==> src/rtusd_pkg.sv <==
// rtusd_pkg: constants, offsets and state codes for the slave request handler
package rtusd_pkg;

	// ==========================================================
	// function and diagnostic codes
	localparam logic [7:0] FUNC_DIAG = 8'h08;
	localparam logic [7:0] FUNC_FORCE = 8'h0F;
	localparam logic [7:0] FUNC_PRESET = 8'h10;
	localparam logic [7:0] FUNC_DEVTYPE = 8'h11;
	localparam logic [15:0] DIAG_ECHO = 16'h0000;
	localparam logic [15:0] DIAG_RESTART = 16'h0001;
	localparam logic [15:0] DIAG_LISTEN = 16'h0004;
	localparam logic [7:0] RESTART_ON = 8'hFF;
	localparam logic [7:0] BCAST_ADDR = 8'h00;
	localparam logic [7:0] ERR_FLAG = 8'h80;
	localparam logic [7:0] EXC_ILL_DATA = 8'h03;

	// ==========================================================
	// query byte positions and field limits
	localparam logic [8:0] IDX_ADDR = 9'h000;
	localparam logic [8:0] IDX_FUNC = 9'h001;
	localparam logic [8:0] IDX_F1H = 9'h002;
	localparam logic [8:0] IDX_F1L = 9'h003;
	localparam logic [8:0] IDX_F2H = 9'h004;
	localparam logic [8:0] IDX_F2L = 9'h005;
	localparam logic [8:0] IDX_BCNT = 9'h006;
	localparam logic [8:0] IDX_DATA = 9'h007;
	localparam logic [8:0] IDX_MAX = 9'h1FF;
	localparam logic [15:0] MAX_FORCE_PTS = 16'h0800;
	localparam logic [15:0] MAX_PRESET_REGS = 16'h007D;
	localparam logic [7:0] DEVTYPE_BCNT = 8'h05;

	// ==========================================================
	// response kinds and the index of their last byte
	localparam logic [1:0] RESP_NONE = 2'h0;
	localparam logic [1:0] RESP_ECHO = 2'h1;
	localparam logic [1:0] RESP_DEV = 2'h2;
	localparam logic [1:0] RESP_ERR = 2'h3;
	localparam logic [2:0] LEN_ECHO = 3'h5;
	localparam logic [2:0] LEN_DEV = 3'h7;
	localparam logic [2:0] LEN_ERR = 3'h2;

	// ==========================================================
	// register port map and field positions
	localparam logic [2:0] OFS_CTRL = 3'h0;
	localparam logic [2:0] OFS_CPU = 3'h1;
	localparam logic [2:0] OFS_MEMKW = 3'h2;
	localparam logic [2:0] OFS_MAXPT = 3'h3;
	localparam logic [2:0] OFS_MAXREG = 3'h4;
	localparam logic [2:0] OFS_STATUS = 3'h5;
	localparam int CPU_RUN_BIT = 0;
	localparam int CPU_WP_BIT = 1;
	localparam int CPU_COPRO_BIT = 2;
	localparam int CPU_EXT_BIT = 3;
	localparam int CPU_REGCAP_LO = 4;
	localparam int ST_LISTEN_BIT = 0;
	localparam int ST_BUSY_BIT = 1;
	localparam int ST_PEND_BIT = 2;
	localparam logic [7:0] RST_STATION = 8'h01;
	localparam logic [15:0] RST_CPU = 16'h0000;
	localparam logic [15:0] RST_MEMKW = 16'h0000;
	localparam logic [15:0] RST_MAXPT = 16'h0000;
	localparam logic [15:0] RST_MAXREG = 16'h0000;

	// ==========================================================
	// sequencer states
	typedef enum logic [5:0] {
		ST_RX = 6'b000001,
		ST_EVAL = 6'b000010,
		ST_BUILD = 6'b000100,
		ST_FETCH = 6'b001000,
		ST_LOAD = 6'b010000,
		ST_SEND = 6'b100000
	} rtusd_state_e;

endpackage : rtusd_pkg

==> src/rtusd_resp_mem.sv <==
// rtusd_resp_mem: small reply buffer with registered read data
`timescale 1ns/1ps
`default_nettype none
module rtusd_resp_mem #(
	parameter int WIDTH = 8,
	parameter int AW = 3
) (
	input wire logic clk_sys,
	input wire logic clk_en,
	input wire logic wr_en,
	input wire logic [AW-1:0] wr_addr,
	input wire logic [WIDTH-1:0] wr_data,
	input wire logic rd_en,
	input wire logic [AW-1:0] rd_addr,
	output logic [WIDTH-1:0] rd_data_q
);
	logic [WIDTH-1:0] mem [0:(1<<AW)-1];

	// ==========================================================
	// storage, no reset needed: always written before read
	always_ff @(posedge clk_sys) begin
		if (clk_en && wr_en) begin
			mem[wr_addr] <= wr_data;
		end
		if (clk_en && rd_en) begin
			rd_data_q <= mem[rd_addr];
		end
	end
endmodule : rtusd_resp_mem
`default_nettype wire

==> src/rtusd_slave.sv <==
// rtusd_slave: loopback, multi-force, multi-preset and device-type handler
// Function
// - diagnostic accepts codes 0, 1, 4 only
// - diagnostic code and data sent high first
// - echo request answered with identical frame
// - restart clears listen-only; broadcast gets no reply
// - restart data 00/FF then 00, else error
// - listen-only request silences all replies except a valid restart
// - listen-only request itself never answered
// - power-up leaves listen-only cleared
// - force starts at start+1; broadcast silent
// - force byte count 1..256, zero means 256
// - force data packed LSB-first, eight per byte
// - forced values applied once at scan start
// - preset byte count equals twice count
// - preset words ascending from start+1, high first
// - device-type never broadcast; count 5, type
// - run byte all ones running, else zero
// - config byte bits: protect, coprocessor, set, capacity
// - second byte holds memory size high byte
// - third byte holds memory size low byte
`timescale 1ns/1ps
`default_nettype none
module rtusd_slave #(
	parameter logic [7:0] DEVICE_TYPE = 8'h5A // arbitrary value
) (
	input wire logic clk_sys,
	input wire logic reset_n,
	input wire logic clk_en,
	input wire logic [7:0] rx_data,
	input wire logic rx_valid,
	input wire logic rx_last,
	output logic [7:0] tx_data_q,
	output logic tx_valid_q,
	output logic tx_last_q,
	input wire logic tx_ready,
	input wire logic [2:0] reg_addr,
	input wire logic [15:0] reg_wdata,
	input wire logic reg_wr,
	input wire logic reg_rd,
	output logic [15:0] reg_rdata_q,
	output logic force_wr_q,
	output logic [15:0] force_point_q,
	output logic [7:0] force_bits_q,
	output logic [7:0] force_mask_q,
	input wire logic scan_start,
	output logic force_apply_q,
	output logic preset_wr_q,
	output logic [15:0] preset_addr_q,
	output logic [15:0] preset_data_q
);
	import rtusd_pkg::*;

	// ==========================================================
	// helper functions
	function automatic logic fits(input logic [15:0] start, input logic [15:0] cnt,
			input logic [15:0] max);
		fits = ({1'b0, start} + {1'b0, cnt}) <= {1'b0, max};
	endfunction : fits

	// lowest point in bit 0; unused high bits masked off
	function automatic logic [7:0] mask_for(input logic [15:0] rem);
		mask_for = (rem >= 16'h0008) ? 8'hFF : ~(8'hFF << rem[2:0]);
	endfunction : mask_for

	// ==========================================================
	// declarations
	rtusd_state_e st_q, st_d;
	logic [7:0] station_q;
	logic [15:0] cpu_q, memkw_q, maxpt_q, maxreg_q;
	logic listen_q, listen_d;
	logic pending_q;
	logic [8:0] rx_idx_q;
	logic [7:0] addr_q, func_q, bcnt_q, hi_q;
	logic [15:0] f1_q, f2_q;
	logic hdr_ok_q;
	logic [1:0] kind_q;
	logic [2:0] len_q, k_q;

	// ==========================================================
	// register port
	wire wr_ctrl = reg_wr && (reg_addr == OFS_CTRL);
	wire wr_cpu = reg_wr && (reg_addr == OFS_CPU);
	wire wr_memkw = reg_wr && (reg_addr == OFS_MEMKW);
	wire wr_maxpt = reg_wr && (reg_addr == OFS_MAXPT);
	wire wr_maxreg = reg_wr && (reg_addr == OFS_MAXREG);
	wire busy = (st_q != ST_RX);
	wire [15:0] status_word = 16'((listen_q << ST_LISTEN_BIT) | (busy << ST_BUSY_BIT)
		| (pending_q << ST_PEND_BIT));
	wire [15:0] rd_mux = (reg_addr == OFS_CTRL) ? {8'h00, station_q} :
		(reg_addr == OFS_CPU) ? cpu_q :
		(reg_addr == OFS_MEMKW) ? memkw_q :
		(reg_addr == OFS_MAXPT) ? maxpt_q :
		(reg_addr == OFS_MAXREG) ? maxreg_q :
		(reg_addr == OFS_STATUS) ? status_word : 16'h0000;

	// software-held settings; read data live one cycle only
	always_ff @(posedge clk_sys) begin
		if (!reset_n) begin
			station_q <= RST_STATION;
			cpu_q <= RST_CPU;
			memkw_q <= RST_MEMKW;
			maxpt_q <= RST_MAXPT;
			maxreg_q <= RST_MAXREG;
			reg_rdata_q <= 16'h0000;
		end else if (clk_en) begin
			if (wr_ctrl) station_q <= reg_wdata[7:0];
			if (wr_cpu) cpu_q <= reg_wdata;
			if (wr_memkw) memkw_q <= reg_wdata;
			if (wr_maxpt) maxpt_q <= reg_wdata;
			if (wr_maxreg) maxreg_q <= reg_wdata;
			reg_rdata_q <= reg_rd ? rd_mux : 16'h0000;
		end
	end

	// ==========================================================
	// device-type reply fields
	wire [7:0] run_byte = cpu_q[CPU_RUN_BIT] ? 8'hFF : 8'h00;
	// reserved top three bits stay zero
	wire [7:0] cfg_byte = {3'b000, cpu_q[CPU_REGCAP_LO+1:CPU_REGCAP_LO],
		cpu_q[CPU_EXT_BIT], cpu_q[CPU_COPRO_BIT], cpu_q[CPU_WP_BIT]};

	// ==========================================================
	// receive side decoding
	wire rx_take = rx_valid && (st_q == ST_RX);
	wire in_data = (rx_idx_q >= IDX_DATA);
	wire [8:0] data_idx = rx_idx_q - IDX_DATA;
	wire [8:0] data_exp = (bcnt_q == 8'h00) ? 9'h100 : {1'b0, bcnt_q};
	wire data_live = in_data && hdr_ok_q && (data_idx < data_exp);
	wire is_force = (func_q == FUNC_FORCE);
	wire is_preset = (func_q == FUNC_PRESET);
	wire [16:0] force_bytes = ({1'b0, f2_q} + 17'h00007) >> 3;
	// byte count checked against point count; 256 wraps to zero
	wire hdr15_ok = (f2_q != 16'h0000) && (f2_q <= MAX_FORCE_PTS)
		&& fits(f1_q, f2_q, maxpt_q) && (rx_data == force_bytes[7:0]);
	wire hdr16_ok = (f2_q != 16'h0000) && (f2_q <= MAX_PRESET_REGS)
		&& fits(f1_q, f2_q, maxreg_q) && (rx_data == {f2_q[6:0], 1'b0});
	wire [15:0] pt_off = {4'h0, data_idx, 3'b000};
	wire [15:0] force_pt = f1_q + 16'h0001 + pt_off;
	wire [7:0] force_msk = mask_for(f2_q - pt_off);
	wire [15:0] preset_ad = f1_q + 16'h0001 + {8'h00, data_idx[8:1]};

	// field capture, high byte of each pair first
	always_ff @(posedge clk_sys) begin
		if (!reset_n) begin
			rx_idx_q <= IDX_ADDR;
			addr_q <= 8'h00;
			func_q <= 8'h00;
			f1_q <= 16'h0000;
			f2_q <= 16'h0000;
			bcnt_q <= 8'h00;
			hdr_ok_q <= 1'b0;
			hi_q <= 8'h00;
		end else if (clk_en) begin
			if (st_q == ST_EVAL) begin
				rx_idx_q <= IDX_ADDR;
				hdr_ok_q <= 1'b0;
			end else if (rx_take) begin
				if (rx_idx_q != IDX_MAX) rx_idx_q <= rx_idx_q + 9'h001;
				if (rx_idx_q == IDX_ADDR) addr_q <= rx_data;
				if (rx_idx_q == IDX_FUNC) func_q <= rx_data;
				if (rx_idx_q == IDX_F1H) f1_q[15:8] <= rx_data;
				if (rx_idx_q == IDX_F1L) f1_q[7:0] <= rx_data;
				if (rx_idx_q == IDX_F2H) f2_q[15:8] <= rx_data;
				if (rx_idx_q == IDX_F2L) f2_q[7:0] <= rx_data;
				if (rx_idx_q == IDX_BCNT) begin
					bcnt_q <= rx_data;
					hdr_ok_q <= (is_force && hdr15_ok) || (is_preset && hdr16_ok);
				end
				if (in_data && !data_idx[0]) hi_q <= rx_data;
			end
		end
	end

	// ==========================================================
	// streaming writes toward the controller cpu
	wire match_rx = (addr_q == station_q) || (addr_q == BCAST_ADDR);
	wire do_force = rx_take && data_live && is_force && match_rx;
	wire do_preset = rx_take && data_live && is_preset && match_rx && data_idx[0];

	// one byte of points or one word per strobe
	always_ff @(posedge clk_sys) begin
		if (!reset_n) begin
			force_wr_q <= 1'b0;
			force_point_q <= 16'h0000;
			force_bits_q <= 8'h00;
			force_mask_q <= 8'h00;
			preset_wr_q <= 1'b0;
			preset_addr_q <= 16'h0000;
			preset_data_q <= 16'h0000;
		end else if (clk_en) begin
			force_wr_q <= do_force;
			preset_wr_q <= do_preset;
			if (do_force) begin
				force_point_q <= force_pt;
				force_bits_q <= rx_data & force_msk;
				force_mask_q <= force_msk;
			end
			if (do_preset) begin
				preset_addr_q <= preset_ad;
				preset_data_q <= {hi_q, rx_data};
			end
		end
	end

	// ==========================================================
	// end-of-frame evaluation
	wire for_us = (addr_q == station_q);
	wire is_bcast = (addr_q == BCAST_ADDR);
	wire is_diag = (func_q == FUNC_DIAG) && (rx_idx_q == IDX_BCNT);
	wire code_echo = is_diag && (f1_q == DIAG_ECHO);
	wire code_rst = is_diag && (f1_q == DIAG_RESTART);
	wire code_lsn = is_diag && (f1_q == DIAG_LISTEN);
	wire code_rsv = is_diag && !code_echo && !code_rst && !code_lsn;
	// restart data: first 00 or FF, second zero
	wire rst_ok = ((f2_q[15:8] == 8'h00) || (f2_q[15:8] == RESTART_ON))
		&& (f2_q[7:0] == 8'h00);
	wire mult_fn = is_force || is_preset;
	wire mult_ok = hdr_ok_q && (rx_idx_q == IDX_DATA + data_exp);
	wire dev_q = (func_q == FUNC_DEVTYPE) && (rx_idx_q == IDX_F1H);
	wire set_listen = code_lsn && (for_us || is_bcast);
	wire clr_listen = code_rst && rst_ok && (for_us || is_bcast);
	wire force_done = is_force && mult_ok && (for_us || is_bcast);
	// echo never broadcast by the master, so only addressed echo replies
	wire [1:0] eval_kind = (code_echo || (code_rst && rst_ok)) ? RESP_ECHO :
		(mult_fn && mult_ok) ? RESP_ECHO :
		dev_q ? RESP_DEV :
		((code_rst && !rst_ok) || code_rsv || (mult_fn && !mult_ok)) ? RESP_ERR :
		RESP_NONE;
	// broadcasts never answered; listen flag gates the transmitter only
	wire eval_send = (eval_kind != RESP_NONE) && for_us && !listen_d;
	wire [2:0] eval_len = (eval_kind == RESP_DEV) ? LEN_DEV :
		(eval_kind == RESP_ERR) ? LEN_ERR : LEN_ECHO;

	// restart wins the same frame; power-up reset clears the flag
	assign listen_d = (st_q == ST_EVAL) ? ((listen_q || set_listen) && !clr_listen)
		: listen_q;

	// listen flag and one-shot force application
	always_ff @(posedge clk_sys) begin
		if (!reset_n) begin
			listen_q <= 1'b0;
			pending_q <= 1'b0;
			force_apply_q <= 1'b0;
		end else if (clk_en) begin
			listen_q <= listen_d;
			// a new frame finishing with the scan start keeps its request
			pending_q <= ((st_q == ST_EVAL) && force_done)
				|| (pending_q && !scan_start);
			force_apply_q <= pending_q && scan_start;
		end
	end

	// ==========================================================
	// reply bytes, built into the buffer then streamed out
	function automatic logic [7:0] resp_byte(input logic [1:0] kind, input logic [2:0] k,
			input logic [7:0] ad, input logic [7:0] fn, input logic [15:0] a,
			input logic [15:0] b, input logic [7:0] run, input logic [7:0] cfg,
			input logic [15:0] kw);
		logic [7:0] r;
		r = 8'h00;
		if (kind == RESP_DEV) begin
			case (k)
				3'h0: r = ad;
				3'h1: r = fn;
				3'h2: r = DEVTYPE_BCNT;
				3'h3: r = DEVICE_TYPE;
				3'h4: r = run;
				3'h5: r = cfg;
				3'h6: r = kw[15:8];
				default: r = kw[7:0];
			endcase
		end else if (kind == RESP_ERR) begin
			case (k)
				3'h0: r = ad;
				3'h1: r = fn | ERR_FLAG;
				default: r = EXC_ILL_DATA;
			endcase
		end else begin
			case (k)
				3'h0: r = ad;
				3'h1: r = fn;
				3'h2: r = a[15:8];
				3'h3: r = a[7:0];
				3'h4: r = b[15:8];
				default: r = b[7:0];
			endcase
		end
		resp_byte = r;
	endfunction : resp_byte

	wire [7:0] build_byte = resp_byte(kind_q, k_q, addr_q, func_q, f1_q, f2_q, run_byte,
		cfg_byte, memkw_q);
	wire mem_wr = (st_q == ST_BUILD);
	wire mem_rd = (st_q == ST_FETCH);
	wire [7:0] mem_dout;
	wire tx_fire = tx_valid_q && tx_ready;
	wire k_end = (k_q == len_q);

	rtusd_resp_mem #(
		.WIDTH(8),
		.AW(3)
	) u_resp_mem (
		.clk_sys(clk_sys),
		.clk_en(clk_en),
		.wr_en(mem_wr),
		.wr_addr(k_q),
		.wr_data(build_byte),
		.rd_en(mem_rd),
		.rd_addr(k_q),
		.rd_data_q(mem_dout)
	);

	// ==========================================================
	// sequencer next state
	always_comb begin
		st_d = st_q;
		unique case (st_q)
			ST_RX: if (rx_take && rx_last) st_d = ST_EVAL;
			ST_EVAL: st_d = eval_send ? ST_BUILD : ST_RX;
			ST_BUILD: if (k_end) st_d = ST_FETCH;
			ST_FETCH: st_d = ST_LOAD;
			ST_LOAD: st_d = ST_SEND;
			ST_SEND: if (tx_fire) st_d = tx_last_q ? ST_RX : ST_FETCH;
			default: st_d = ST_RX;
		endcase
	end

	// sequencer registers; reception ignored while a reply is out
	always_ff @(posedge clk_sys) begin
		if (!reset_n) begin
			st_q <= ST_RX;
			kind_q <= RESP_NONE;
			len_q <= 3'h0;
			k_q <= 3'h0;
		end else if (clk_en) begin
			st_q <= st_d;
			if (st_q == ST_EVAL) begin
				kind_q <= eval_kind;
				len_q <= eval_len;
				k_q <= 3'h0;
			end else if (st_q == ST_BUILD) begin
				k_q <= k_end ? 3'h0 : k_q + 3'h1;
			end else if ((st_q == ST_SEND) && tx_fire && !tx_last_q) begin
				k_q <= k_q + 3'h1;
			end
		end
	end

	// transmit holding register, held until the sink takes it
	always_ff @(posedge clk_sys) begin
		if (!reset_n) begin
			tx_data_q <= 8'h00;
			tx_valid_q <= 1'b0;
			tx_last_q <= 1'b0;
		end else if (clk_en) begin
			if (st_q == ST_LOAD) begin
				tx_data_q <= mem_dout;
				tx_valid_q <= 1'b1;
				tx_last_q <= k_end;
			end else if (tx_fire) begin
				tx_valid_q <= 1'b0;
				tx_last_q <= 1'b0;
			end
		end
	end
endmodule : rtusd_slave
`default_nettype wire

==> config.mk <==
export PLATFORM = sky130hd
export DESIGN_NAME = rtusd_slave
export DESIGN_NICKNAME = d
export VERILOG_FILES = /design/src/rtusd_pkg.sv /design/src/rtusd_resp_mem.sv /design/src/rtusd_slave.sv
export SDC_FILE = /design/constraint.sdc
export NUM_CORES = 1
export LEC_CHECK = 0
export ABC_AREA = 1
export BUFFER_PORTS_ARGS = -buffer_cell sky130_fd_sc_hd__buf_2
export CORE_MARGIN = 4
export CORE_UTILIZATION = 30
export CTS_CLUSTER_SIZE = 40
export DETAILED_ROUTE_END_ITERATION = 12
export GPL_ROUTABILITY_DRIVEN = 0
export SYNTH_ARGS = -nofsm -noshare
export SYNTH_HDL_FRONTEND = slang
export SYNTH_HIERARCHICAL = 1
export SYNTH_SLANG_ARGS = --single-unit
==> constraint.sdc <==
create_clock -name clk_sys -period 3.7 [get_ports clk_sys]
set_clock_uncertainty 0.15 [all_clocks]
set_input_delay 0.555 -clock clk_sys [delete_from_list [all_inputs] [get_ports clk_sys]]
set_output_delay 0.555 -clock clk_sys [all_outputs]
set_load 0.02 [all_outputs]
==> results of run 1 <==
==> cells in the final DEF, fill, tap and decap left out, types with 18 or more instances in the layout <==
cell type / Yosys / layout
o221ai_1: 22 / 22
nand4_1: 32 / 32
xor2_1: 54 / 54
buf_2: 23 / 127
nor3_1: 22 / 22
edfxtp_1: 72 / 72
buf_4: 5 / 48
nand2_1: 447 / 447
nand3_1: 112 / 112
inv_2: 18 / 18
xnor2_1: 21 / 21
dfxtp_1: 254 / 253
clkbuf_16: 0 / 39
ha_1: 98 / 97
a21oi_1: 273 / 272
inv_1: 311 / 311
o21ai_0: 256 / 252
nor2_1: 238 / 237
==> synth_stat cells, drive strengths merged (14+ instances only) <==
| master | n | area share [%] |
|---|---|---|
| nand2 | 457 | 9.4 |
| inv | 330 | 6.7 |
| a21oi | 275 | 7.5 |
| o21ai | 262 | 7.1 |
| dfxtp | 254 | 28 |
| nor2 | 254 | 5.5 |
| nand3 | 118 | 3.4 |
| ha | 98 | 6.6 |
| edfxtp | 72 | 12 |
| clkbuf | 56 | 1.2 |
| xor2 | 56 | 2.8 |
| buf | 36 | 1.3 |
| nand4 | 33 | 1.2 |
| nor3 | 30 | 1.1 |
| o221ai | 22 | 1.0 |
| xnor2 | 21 | 1.0 |
| o211ai | 17 | 0.69 |
| nor4 | 14 | 0.74 |
==> sequential cells by signal (all words and copies together) (netlist names), 9 cells and up <==
register and count:
f1_q 16, maxpt_q 16, reg_rdata_q 16, cpu_q 16
preset_data_q 16, u_resp_mem/mem 64, preset_addr_q 16, rx_idx_q 9
force_point_q 16, memkw_q 16, maxreg_q 16, f2_q 16
==> stage by stage <==
step | TNS (ns) | util [%] | area, um2 | worst slack (ns) | power, mW
after global placement | 0 | 33.10 | 20050 | 0.2750 | 4.505
after CTS | 0 | 35.06 | 21240 | 0.1716 | 8.197
after detailed placement | 0 | 33.10 | 20050 | 0.2088 | 4.504
after global routing | -0.008707 | 35.11 | 21270 | -0.008707 | 8.431
after floorplan | 0 | - | 18460 | 0.5814 | 4.248
final | 0 | 35.11 | 21270 | 0.2702 | 8.135
==> worst max-delay path: cells and delay by family (launching register included) <==
kind | cells | cell delay [ns]
xor gates and xnor gates | 2 | 0.28
and+or+nand+nor | 7 | 1.02
DFF | 1 | 0.33
adders and majority gates | 2 | 0.60
buffers and inverters | 4 | 0.44
AOI/OAI and AO/OA | 3 | 0.51
==> final timing paths <==
check                        start                end  slack, ns  cells after the start
setup / recovery           f1_q[0]  force_point_q[15]       0.27                     18
hold / removal          scan_start          pending_q       0.13                      4
setup reg to reg           f1_q[0]  force_point_q[15]       0.27                     18
hold reg to reg   preset_addr_q[5]   preset_addr_q[5]       0.29                      2
==> metal layers <==
layer / wire length (um) / global-route usage (%)
met5: 13 / 0
met4: 2868 / 7.314
met3: 4029 / 3.552
met2: 27650 / 29.31
met1: 26790 / 23.89
==> timing repair <==
action | in CTS | in global routing
gates resized for setup | 0 | 9
setup buffers | 0 | 2
setup endpoints to repair | 0 | 34
==> power groups by stage <==
stage	sequential (mW)	combinational, mW	clock [mW]
after floorplan	3.81	0.439	0
after global placement	3.81	0.691	0
after detailed placement	3.82	0.689	0
after CTS	3.74	0.692	3.77
after global routing	3.74	0.777	3.91
final	3.74	0.704	3.69
==> kinds of logic (layout without fill, tap and decap cells) <==
kind of cell | after synthesis | in the layout | synth area share (%)
flops | 326 | 326 | 39.25
buf+inv | 426 | 579 | 9.230
fa+ha+maj | 102 | 102 | 7.075
simple gates | 916 | 916 | 21.67
other cells | 0 | 1 | 0
compound gates | 637 | 637 | 18.98
xor+xnor | 77 | 77 | 3.795
==> final cells by class <==
cell class / count / area, um2 / share of cell area, %
Inverter: 334 / 1256 / 5.905
Multi-Input combinational cell: 1732 / 9524 / 44.77
Antenna cell: 1 / 2.502 / 0.01176
Timing Repair Buffer: 179 / 1076 / 5.059
Sequential cell: 326 / 7248 / 34.07
Tap cell: 782 / 978.4 / 4.600
Clock inverter: 14 / 141.4 / 0.6647
Clock buffer: 52 / 1045 / 4.911
==> metrics, run 1 <==
Via Count=17060; Seq pwr share=46.0%; antenna violations before repair=3; drt pass-1 iters=5; Worst Setup Start Kind=register; Hold WC Path Type=in -> reg; DP HPWL=between 40 and 50 mm; share of cells above drive strength 1=11.76%; grt total ovfl=0; Die H=256.1 um; Slew @ Worst Pin=1.098 ns; Comb power frac=8.7%; worst-path maximum fanout=4; total clock sinks=approximately 330; routed len/inst=17.94 um; root buffer selected by CTS=clkbuf_16; Worst-path clk slew=0.06 ns; vias in the first global route=16320; LEAKAGE=9.391 nW; slowest CP cell=fa_1; Switching Power=around 2.1 mW; Antenna Nets Post-Route=0; Worst-Skew Late Latency=0.58 ns; number of max-cap violations=0; status=complete, no violations; TritonCTS clock tree=done; Req. time, crit path=4.01 ns; Final nets=2750; fin cells=3420; switching part of the total=25.99%; H-tree depth=2; max frequency=0.2916 GHz; cells after synthesis=2484; Starting Density=30.48%; Num CTS Buffers=39; final hold vios=0; CP max stage delay=about 0.4 ns; IO Port Bufs=between 100 and 150; maximum VDD drop=250.6 uV; Int Power=between 6 and 7 mW; vias per cell=4.989; placed instance count=3351; Clock Path Buffers=3; fillers=between 6000 and 7000; Slew Viols, Final=0; Clk pwr share=a little under half; Core Region=0.06058 mm2; Chip Width=256.1 um; CP arrival=3.74 ns; final period utilization=92.70%; CP cell instances=buf_4 -> inv_1 -> nor3_2 -> xor2_1 -> inv_1 -> ha_1 -> inv_1 -> fa_1 -> o21ai_0 -> nand3_1 -> nand2_1 -> nand3_1 -> nand2_1 -> a21oi_1 -> nor2_1 -> nand3_1 -> xnor2_1 -> a21oi_1; asr flop ratio synth=0%; first-pass GRT wire length=94.96 mm; Layout area overhead=15.21%; DRC=0; post-synthesis register bit count=roughly 330; PwrDens=382.4 mW/mm2; Synthesized Nets=2622; DIE AREA=about 0.066 mm2; final setup fails=0; cts hold-fix bufs=0; final WL=61.35 mm; fin crit period=3.430 ns; Top FF cell, synth=dfxtp_1; syn avg cell area=7.433 um2; final hold slack=0.1287 ns; Site Rows=90; maximum number of pins on one net before global-route repair=190; Critical Path Sink Type=register; register area share after synthesis=between 30% and 40%; Setup Crit Path Kind=reg -> reg; Post-synth EDFFs=72; synth unique cells=just over 60; gr usage total=18.15%; # IOs=between 100 and 150; 1st-iter DRT viols=1374; Post-Synthesis Cell Area=0.01846 mm2; relative slew slack=26.02%; synth warn=6
Note: power is estimated with default switching activity, not from simulation.
==> run 2, diff against run 1 <==
--- a/config.mk
+++ b/config.mk
@@ -9,10 +9,10 @@
 export BUFFER_PORTS_ARGS = -buffer_cell sky130_fd_sc_hd__buf_2
 export CORE_MARGIN = 4
 export CORE_UTILIZATION = 30
+export CTS_BUF_LIST = sky130_fd_sc_hd__clkbuf_16
 export CTS_CLUSTER_SIZE = 40
 export DETAILED_ROUTE_END_ITERATION = 12
 export GPL_ROUTABILITY_DRIVEN = 0
 export SYNTH_ARGS = -nofsm -noshare
 export SYNTH_HDL_FRONTEND = slang
-export SYNTH_HIERARCHICAL = 1
 export SYNTH_SLANG_ARGS = --single-unit
==> run 2 against run 1 <==
  * Global-route usage is 0.073 points lower
  * Utilization is 0.59 points higher
  * First-iteration DRC count is 10% higher
  * Sequential share of layout area is 0.19 points higher
  * Final area is 0.57% lower
  * Hold slack worse by 0.010 ns
  * Clock power is 5% higher
  * Non-clock buffer count is 22 higher
  * Combinational power is 15% lower
  * Critical path depth is 10 lower
  * Count of clock-buffer cells in the layout is 13 lower
  * Worst setup slack worse by 0.018 ns
  * Largest power group is now the clock network
==> metrics, run 2 <==
Clock Path Buffers=3 (unchanged); final period utilization=93.20% (+0.50 points); met3 Usage GRT=4.427% (+0.87 points); overall power=8.206 mW (+0.88%); TritonCTS clock tree=done; CTS resizes=0 (unchanged); fin crit period=3.448 ns (+0.01842 ns); final setup fails=0 (unchanged); cells after synthesis=2373 (-4.5%); top-count cell post-synth=nand2_1; PwrDens=388.0 mW/mm2 (+1.5%); share of cells above drive strength 1=12.76% (+1.0 points); Req. time, crit path=3.72 ns (-0.29 ns); number of inserted diodes=0 (-1); Post-CTS Setup Bufs=0 (unchanged); asr flop ratio synth=0% (unchanged); Clk pwr share=47.3% (+1.9 points); placed instance count=3263 (-2.6%); DP Worst Slack=0.2707 ns (+0.06197 ns); vias per cell=5.092 (+2.1%); Layout area overhead=17.18%; Most Crowded Layer GR=met2; Slew @ Worst Pin=1.213 ns (+0.1152 ns); worst-path maximum fanout=10 (+6); Antenna Nets Post-Route=0 (unchanged); # IOs=129 (unchanged); DIE AREA=0.06415 mm2 (-2.2%); Comb power frac=7.3% (-1.4 points); synth warn=0 (-6); Post-synth EDFFs=72 (unchanged); max frequency=0.2900 GHz (-0.53%); CP arrival=3.47 ns (-0.27 ns); Slew Viols, Final=0 (unchanged); Int Power=6.133 mW (+1.9%); first-pass GRT wire length=91.25 mm (-3.9%); Die H=253.3 um (-1.1%); met1 Resource Use GR=24.24% (+0.35 points); Post-DP Area=0.01987 mm2 (-0.93%); Top reg by flops=u_resp_mem.mem; post-synthesis register bit count=326 (unchanged); 1st-iter DRT viols=1511 (+10%); cts hold-fix bufs=0 (unchanged); H-tree depth=2 (unchanged); RSZ-0062 raised after global routing=false; worst setup margin=0.2518 ns (-0.01842 ns); Post-Synthesis Cell Area=0.01805 mm2 (-2.2%); Site Rows=89 (-1.1%); Hold WC Path Type=in -> reg; relative slew slack=18.26% (-7.8 points); antenna violations before repair=0 (-3); Worst-path clk slew=0.06 ns (about the same); fin cells=3335 (-2.5%); largest area contributor in the netlist=dfxtp_1; setup_tns=0 ns (unchanged); grt total ovfl=0 (unchanged); Top FF cell, synth=dfxtp_1; Synthesized Nets=2511 (-4.2%); root buffer selected by CTS=clkbuf_16; Worst Setup Start Kind=register; routed len/inst=18.02 um (+0.45%); syn avg cell area=7.606 um2 (+2.3%); status=complete, no violations; switching part of the total=25.26% (-0.72 points); number of max-cap violations=0 (unchanged); post-route cell area=0.02115 mm2 (-0.57%); gr usage total=18.08% (-0.073 points); Critical Path Sink Type=register; drt pass-1 iters=8 (+3); top cells by area, synth=dfxtp_1 (28%), edfxtp_1 (12%), nand2_1 (7.7%); share of the synthesized area in the top cell type=28.17% (+0.63 points); Worst-Skew Late Latency=0.57 ns (about the same); commonest non-fill, non-tap cells in the layout=nand2_1 (369), nor2_1 (283), inv_1 (279); Num CTS Buffers=39 (unchanged); leading cell type in the layout, fill and taps excluded=nand2_1; synth unique cells=65 (+4.8%); Chip Width=253.3 um (-1.1%); Setup Crit Path Kind=reg -> reg; DP HPWL=44.94 mm (-2.4%); register area share after synthesis=40.15% (+0.90 points); Switching Power=2.073 mW (-1.9%); Via Count=16980 (-0.46%); IO Port Bufs=128 (unchanged); Commonest cells post-synth=nand2_1 (369), nor2_1 (283), inv_1 (276); total clock sinks=326 (unchanged); vias in the first global route=15840 (-3.0%); DRC=0 (unchanged); maximum number of pins on one net before global-route repair=160 (-16%); final WL=60.09 mm (-2.0%); met2 Resource Use GR=29.17% (-0.14 points); Final nets=2669 (-2.9%); maximum VDD drop=288.6 uV (+15%); LEAKAGE=8.940 nW (-4.8%); number of flip-flops in the largest register=64 (unchanged); Starting Density=30.47% (about the same); Seq pwr share=45.4% (-0.6 points); Core Region=0.05924 mm2 (-2.2%); final hold vios=0 (unchanged)
run 2: cell type report:
class	instances	area, um2
repair buffers	201	1216
clock inverters	33	301.5
fillers	6282	38090
flip-flops and latches	326	7247
multi-input cells	1666	9325
well taps	773	967.2
clock buffers	39	975.9
inverters	297	1117
run 2: path summary, 6_finish.rpt:
check,start,end,slack [ns],cells after the start
min,scan_start,force_apply_q,0.12,3
min reg2reg,preset_data_q[13],preset_data_q[13],0.29,2
max,k_q[0],u_resp_mem.mem[4][2],0.25,8
max reg2reg,k_q[0],u_resp_mem.mem[4][2],0.25,8
run 2: worst max-delay path, cell delays in order, from the launching register on:
cell and delay, ns:
dfxtp_1 0.52, clkinv_1 0.31, ha_1 0.34, inv_1 0.07, nor2_1 0.11, nand2_1 0.08, o21ai_0 0.26, o41ai_1 0.76
nand3_1 0.44
run 2: metrics by stage:
| stage | hold slack, ns | util, % |
|---|---|---|
| finish | 0.1185 | 35.70 |
| global route | 0.1045 | 35.70 |
| CTS | 0.08727 | 35.69 |
| detailed placement | 0.2863 | 33.54 |
| global placement | 0.2828 | 33.54 |
| floorplan | 0.2705 | - |
run 2: layer usage:
layer / vias up / share of wire [%]
met3: 108 / 8.3
li1: 8384 / -
met5: - / 0
met4: 0 / 2.6
met1: 7884 / 44
met2: 607 / 45
run 2: power groups by stage:
stage | Clock, mW | Sequential (mW) | Combinational [mW]
after global routing | 4.13 | 3.73 | 0.654
final | 3.89 | 3.72 | 0.596
after floorplan | 0 | 3.79 | 0.350
after CTS | 3.98 | 3.72 | 0.583
after global placement | 0 | 3.80 | 0.580
after detailed placement | 0 | 3.80 | 0.581
run 2: logic make-up (layout without fill, tap and decap cells):
| family | count (synthesis) | count (layout) | share of synthesized area, % |
|---|---|---|---|
| XOR/XNOR | 73 | 73 | 3.542 |
| buffers and inverters | 381 | 570 | 8.242 |
| adder cells (fa/ha/maj) | 102 | 102 | 7.237 |
| AND/OR/NAND/NOR | 884 | 884 | 21.74 |
| flip-flops | 326 | 326 | 40.15 |
| AO/OA/AOI/OAI | 607 | 607 | 19.09 |
==> run 3, diff against run 2 <==
--- a/config.mk
+++ b/config.mk
@@ -13,6 +13,7 @@
 export CTS_CLUSTER_SIZE = 40
 export DETAILED_ROUTE_END_ITERATION = 12
 export GPL_ROUTABILITY_DRIVEN = 0
+export PLACE_DENSITY = 0.43
 export SYNTH_ARGS = -nofsm -noshare
 export SYNTH_HDL_FRONTEND = slang
 export SYNTH_SLANG_ARGS = --single-unit
==> run 3 against run 2 <==
  * Final area up 0.23%
  * Critical path type unchanged
  * Cell count down 0.12%
  * Worst setup slack better by 0.0027 ns
  * Global-route usage up 1.7 points
  * Sequential share of layout area down 0.067 points
  * Hold slack worse by 0.0095 ns
  * Register-to-register slack about the same
  * Clock power up 2%
  * Largest power group unchanged
  * Die area unchanged
  * Largest cell class unchanged
==> metrics, run 3 (same netlist as run 2, synthesis figures left out) <==
1st-iter DRT viols=1223 (-19%); CP arrival=3.52 ns (+0.05 ns); first-pass GRT wire length=98.41 mm (+7.9%); overall power=8.304 mW (+1.2%); fillers=6248 (-0.54%); CP max stage delay=0.55 ns (-0.21 ns); Critical Path Sink Type=register; final WL=65.00 mm (+8.2%); placed instance count=3256 (-0.21%); number of max-cap violations=0 (unchanged); Chip Width=253.3 um (unchanged); antenna violations before repair=0 (unchanged); RR Endpoint=u_resp_mem.mem[6][6]; relative slew slack=28.93% (+11 points); r2r setup slk=0.25 ns (about the same); worst hold start=reg_wdata[13]; Setup Crit Path Kind=reg -> reg; leading cell type in the layout, fill and taps excluded=nand2_1; max frequency=0.2902 GHz (about the same); Site Rows=89 (unchanged); DP HPWL=48.78 mm (+8.5%); multi-input combinational cell area=0.009351 mm2 (+0.28%); drt pass-1 iters=6 (-2); sequential cell area=0.007249 mm2 (about the same); CP cell instances=clkinv_1 -> ha_1 -> nand2_1 -> o22ai_1 -> a211oi_1 -> o21ai_0 -> o311ai_0 -> nand2_1; H-tree depth=2 (unchanged); Reg-to-Reg Start=k_q[0]; # IOs=129 (unchanged); number of flip-flops in the largest register=64 (unchanged); Num CTS Buffers=40 (+2.6%); fin crit period=3.446 ns (-0.002653 ns); Slew Viols, Final=0 (unchanged); Hold WC Path Type=in -> reg; number of inserted diodes=0 (unchanged); Hold Path Cell Cnt=3 (unchanged); Final nets=2664 (-0.19%); Req. time, crit path=3.78 ns (+0.06 ns); Clock Path Buffers=3 (unchanged); LEAKAGE=8.960 nW (+0.22%); maximum VDD drop=292.2 uV (+1.3%); Starting Density=30.47% (unchanged); fin cells=3331 (-0.12%); delay-heaviest family, CP=compound AO/OA/AOI/OAI gates; total clock sinks=326 (unchanged); IO Port Bufs=128 (unchanged); final period utilization=93.12% (about the same); vias in the first global route=16020 (+1.1%); maximum number of pins on one net before global-route repair=160 (unchanged); final hold slack=0.1090 ns (-0.009499 ns); Seq pwr share=44.8% (-0.6 points); worst-path maximum fanout=10 (unchanged); Switching Power=2.163 mW (+4.3%); grt total ovfl=0 (unchanged); cell mode on critical path=nand2_1; final hold vios=0 (unchanged); Layout area overhead=17.45%; root buffer selected by CTS=clkbuf_16; Slew @ Worst Pin=1.055 ns (-0.1584 ns); setup_tns=0 ns (unchanged); gr usage total=19.80% (+1.7 points); Antenna Nets Post-Route=0 (unchanged); routed len/inst=19.51 um (+8.3%); slowest CP cell=dfxtp_1; Worst Setup Start Kind=register; DRC=0 (unchanged); WP buf/inv=1 (-1); Worst-path clk slew=0.06 ns (about the same); Finished Core Util=35.78% (+0.082 points); commonest non-fill, non-tap cells in the layout=nand2_1 (369), nor2_1 (283), inv_1 (277); PwrDens=391.7 mW/mm2 (+0.96%); Clk pwr share=47.8% (+0.5 points); share of cells above drive strength 1=13.10% (+0.33 points); worst hold endpoint=memkw_q[13]; TritonCTS clock tree=done; vias per cell=5.045 (-0.94%); switching part of the total=26.04% (+0.78 points); Worst-Skew Late Latency=0.59 ns (+0.02 ns); final setup fails=0 (unchanged); DIE AREA=0.06415 mm2 (unchanged); Setup crit start=k_q[0]; Int Power=6.141 mW (+0.14%); RSZ-0062 raised after global routing=false; Via Count=16800 (-1.1%); cts hold-fix bufs=0 (unchanged); Die H=253.3 um (unchanged); Top reg by flops=u_resp_mem.mem; Comb power frac=7.4% (about the same); Core Region=0.05924 mm2 (unchanged); status=complete, no violations; worst reg2reg path depth=8 (unchanged)
-- run 3: worst reg2reg max path, cell delays in order, from the launching register on --
cell	delay (ns)
dfxtp_1	0.55
clkinv_1	0.35
ha_1	0.37
nand2_1	0.41
o22ai_1	0.25
a211oi_1	0.36
o21ai_0	0.12
o311ai_0	0.17
nand2_1	0.38
-- run 3: stage by stage --
step                setup slack [ns]  instance area (um2)
floorplan                     0.6460                18050
global placement              0.3479                19840
CTS                           0.2084                21170
finish                        0.2544                21200
global route                0.003232                21200
detailed placement            0.2264                19840
-- run 3: layout make-up --
| cell class | instances | share of cell area, % |
|---|---|---|
| Clock buffer | 40 | 4.722 |
| Clock inverter | 34 | 1.540 |
| Inverter | 297 | 5.282 |
| Multi-Input combinational cell | 1666 | 44.11 |
| Sequential cell | 326 | 34.20 |
| Tap cell | 773 | 4.562 |
| Timing Repair Buffer | 195 | 5.583 |
-- run 3: layer usage --
layer	wire [um]	vias up	global-route usage, %
met5	0	-	0
met4	1318	0	4.649
met3	2795	97	2.475
met2	29920	426	32.84
met1	30960	7908	27.62
li1	-	8373	-
-- run 3: power by group through the flow --
stage | Combinational [mW] | Clock [mW] | Sequential (mW)
6_report | 0.611 | 3.97 | 3.72
5_1_grt | 0.676 | 4.24 | 3.72
4_1_cts | 0.612 | 4.09 | 3.72
3_5_place_dp | 0.609 | 0 | 3.80
3_3_place_gp | 0.607 | 0 | 3.80
2_1_floorplan | 0.350 | 0 | 3.79
-- run 3: worst max-delay path by stage --
stage,end,slack [ns],cells after the start
floorplan,hdr_ok_q,0.65,26
CTS,force_point_q[15],0.21,18
finish,u_resp_mem.mem[6][6],0.25,8
detailed placement,force_point_q[15],0.23,18
global placement,hdr_ok_q,0.35,25
global route,force_bits_q[4],0.003,18
-- run 3: what timing repair did --
item                                    in CTS  in global routing
endpoints found under the setup margin       0                 10
setup buffers                                0                  1
resized for setup                            0                 11
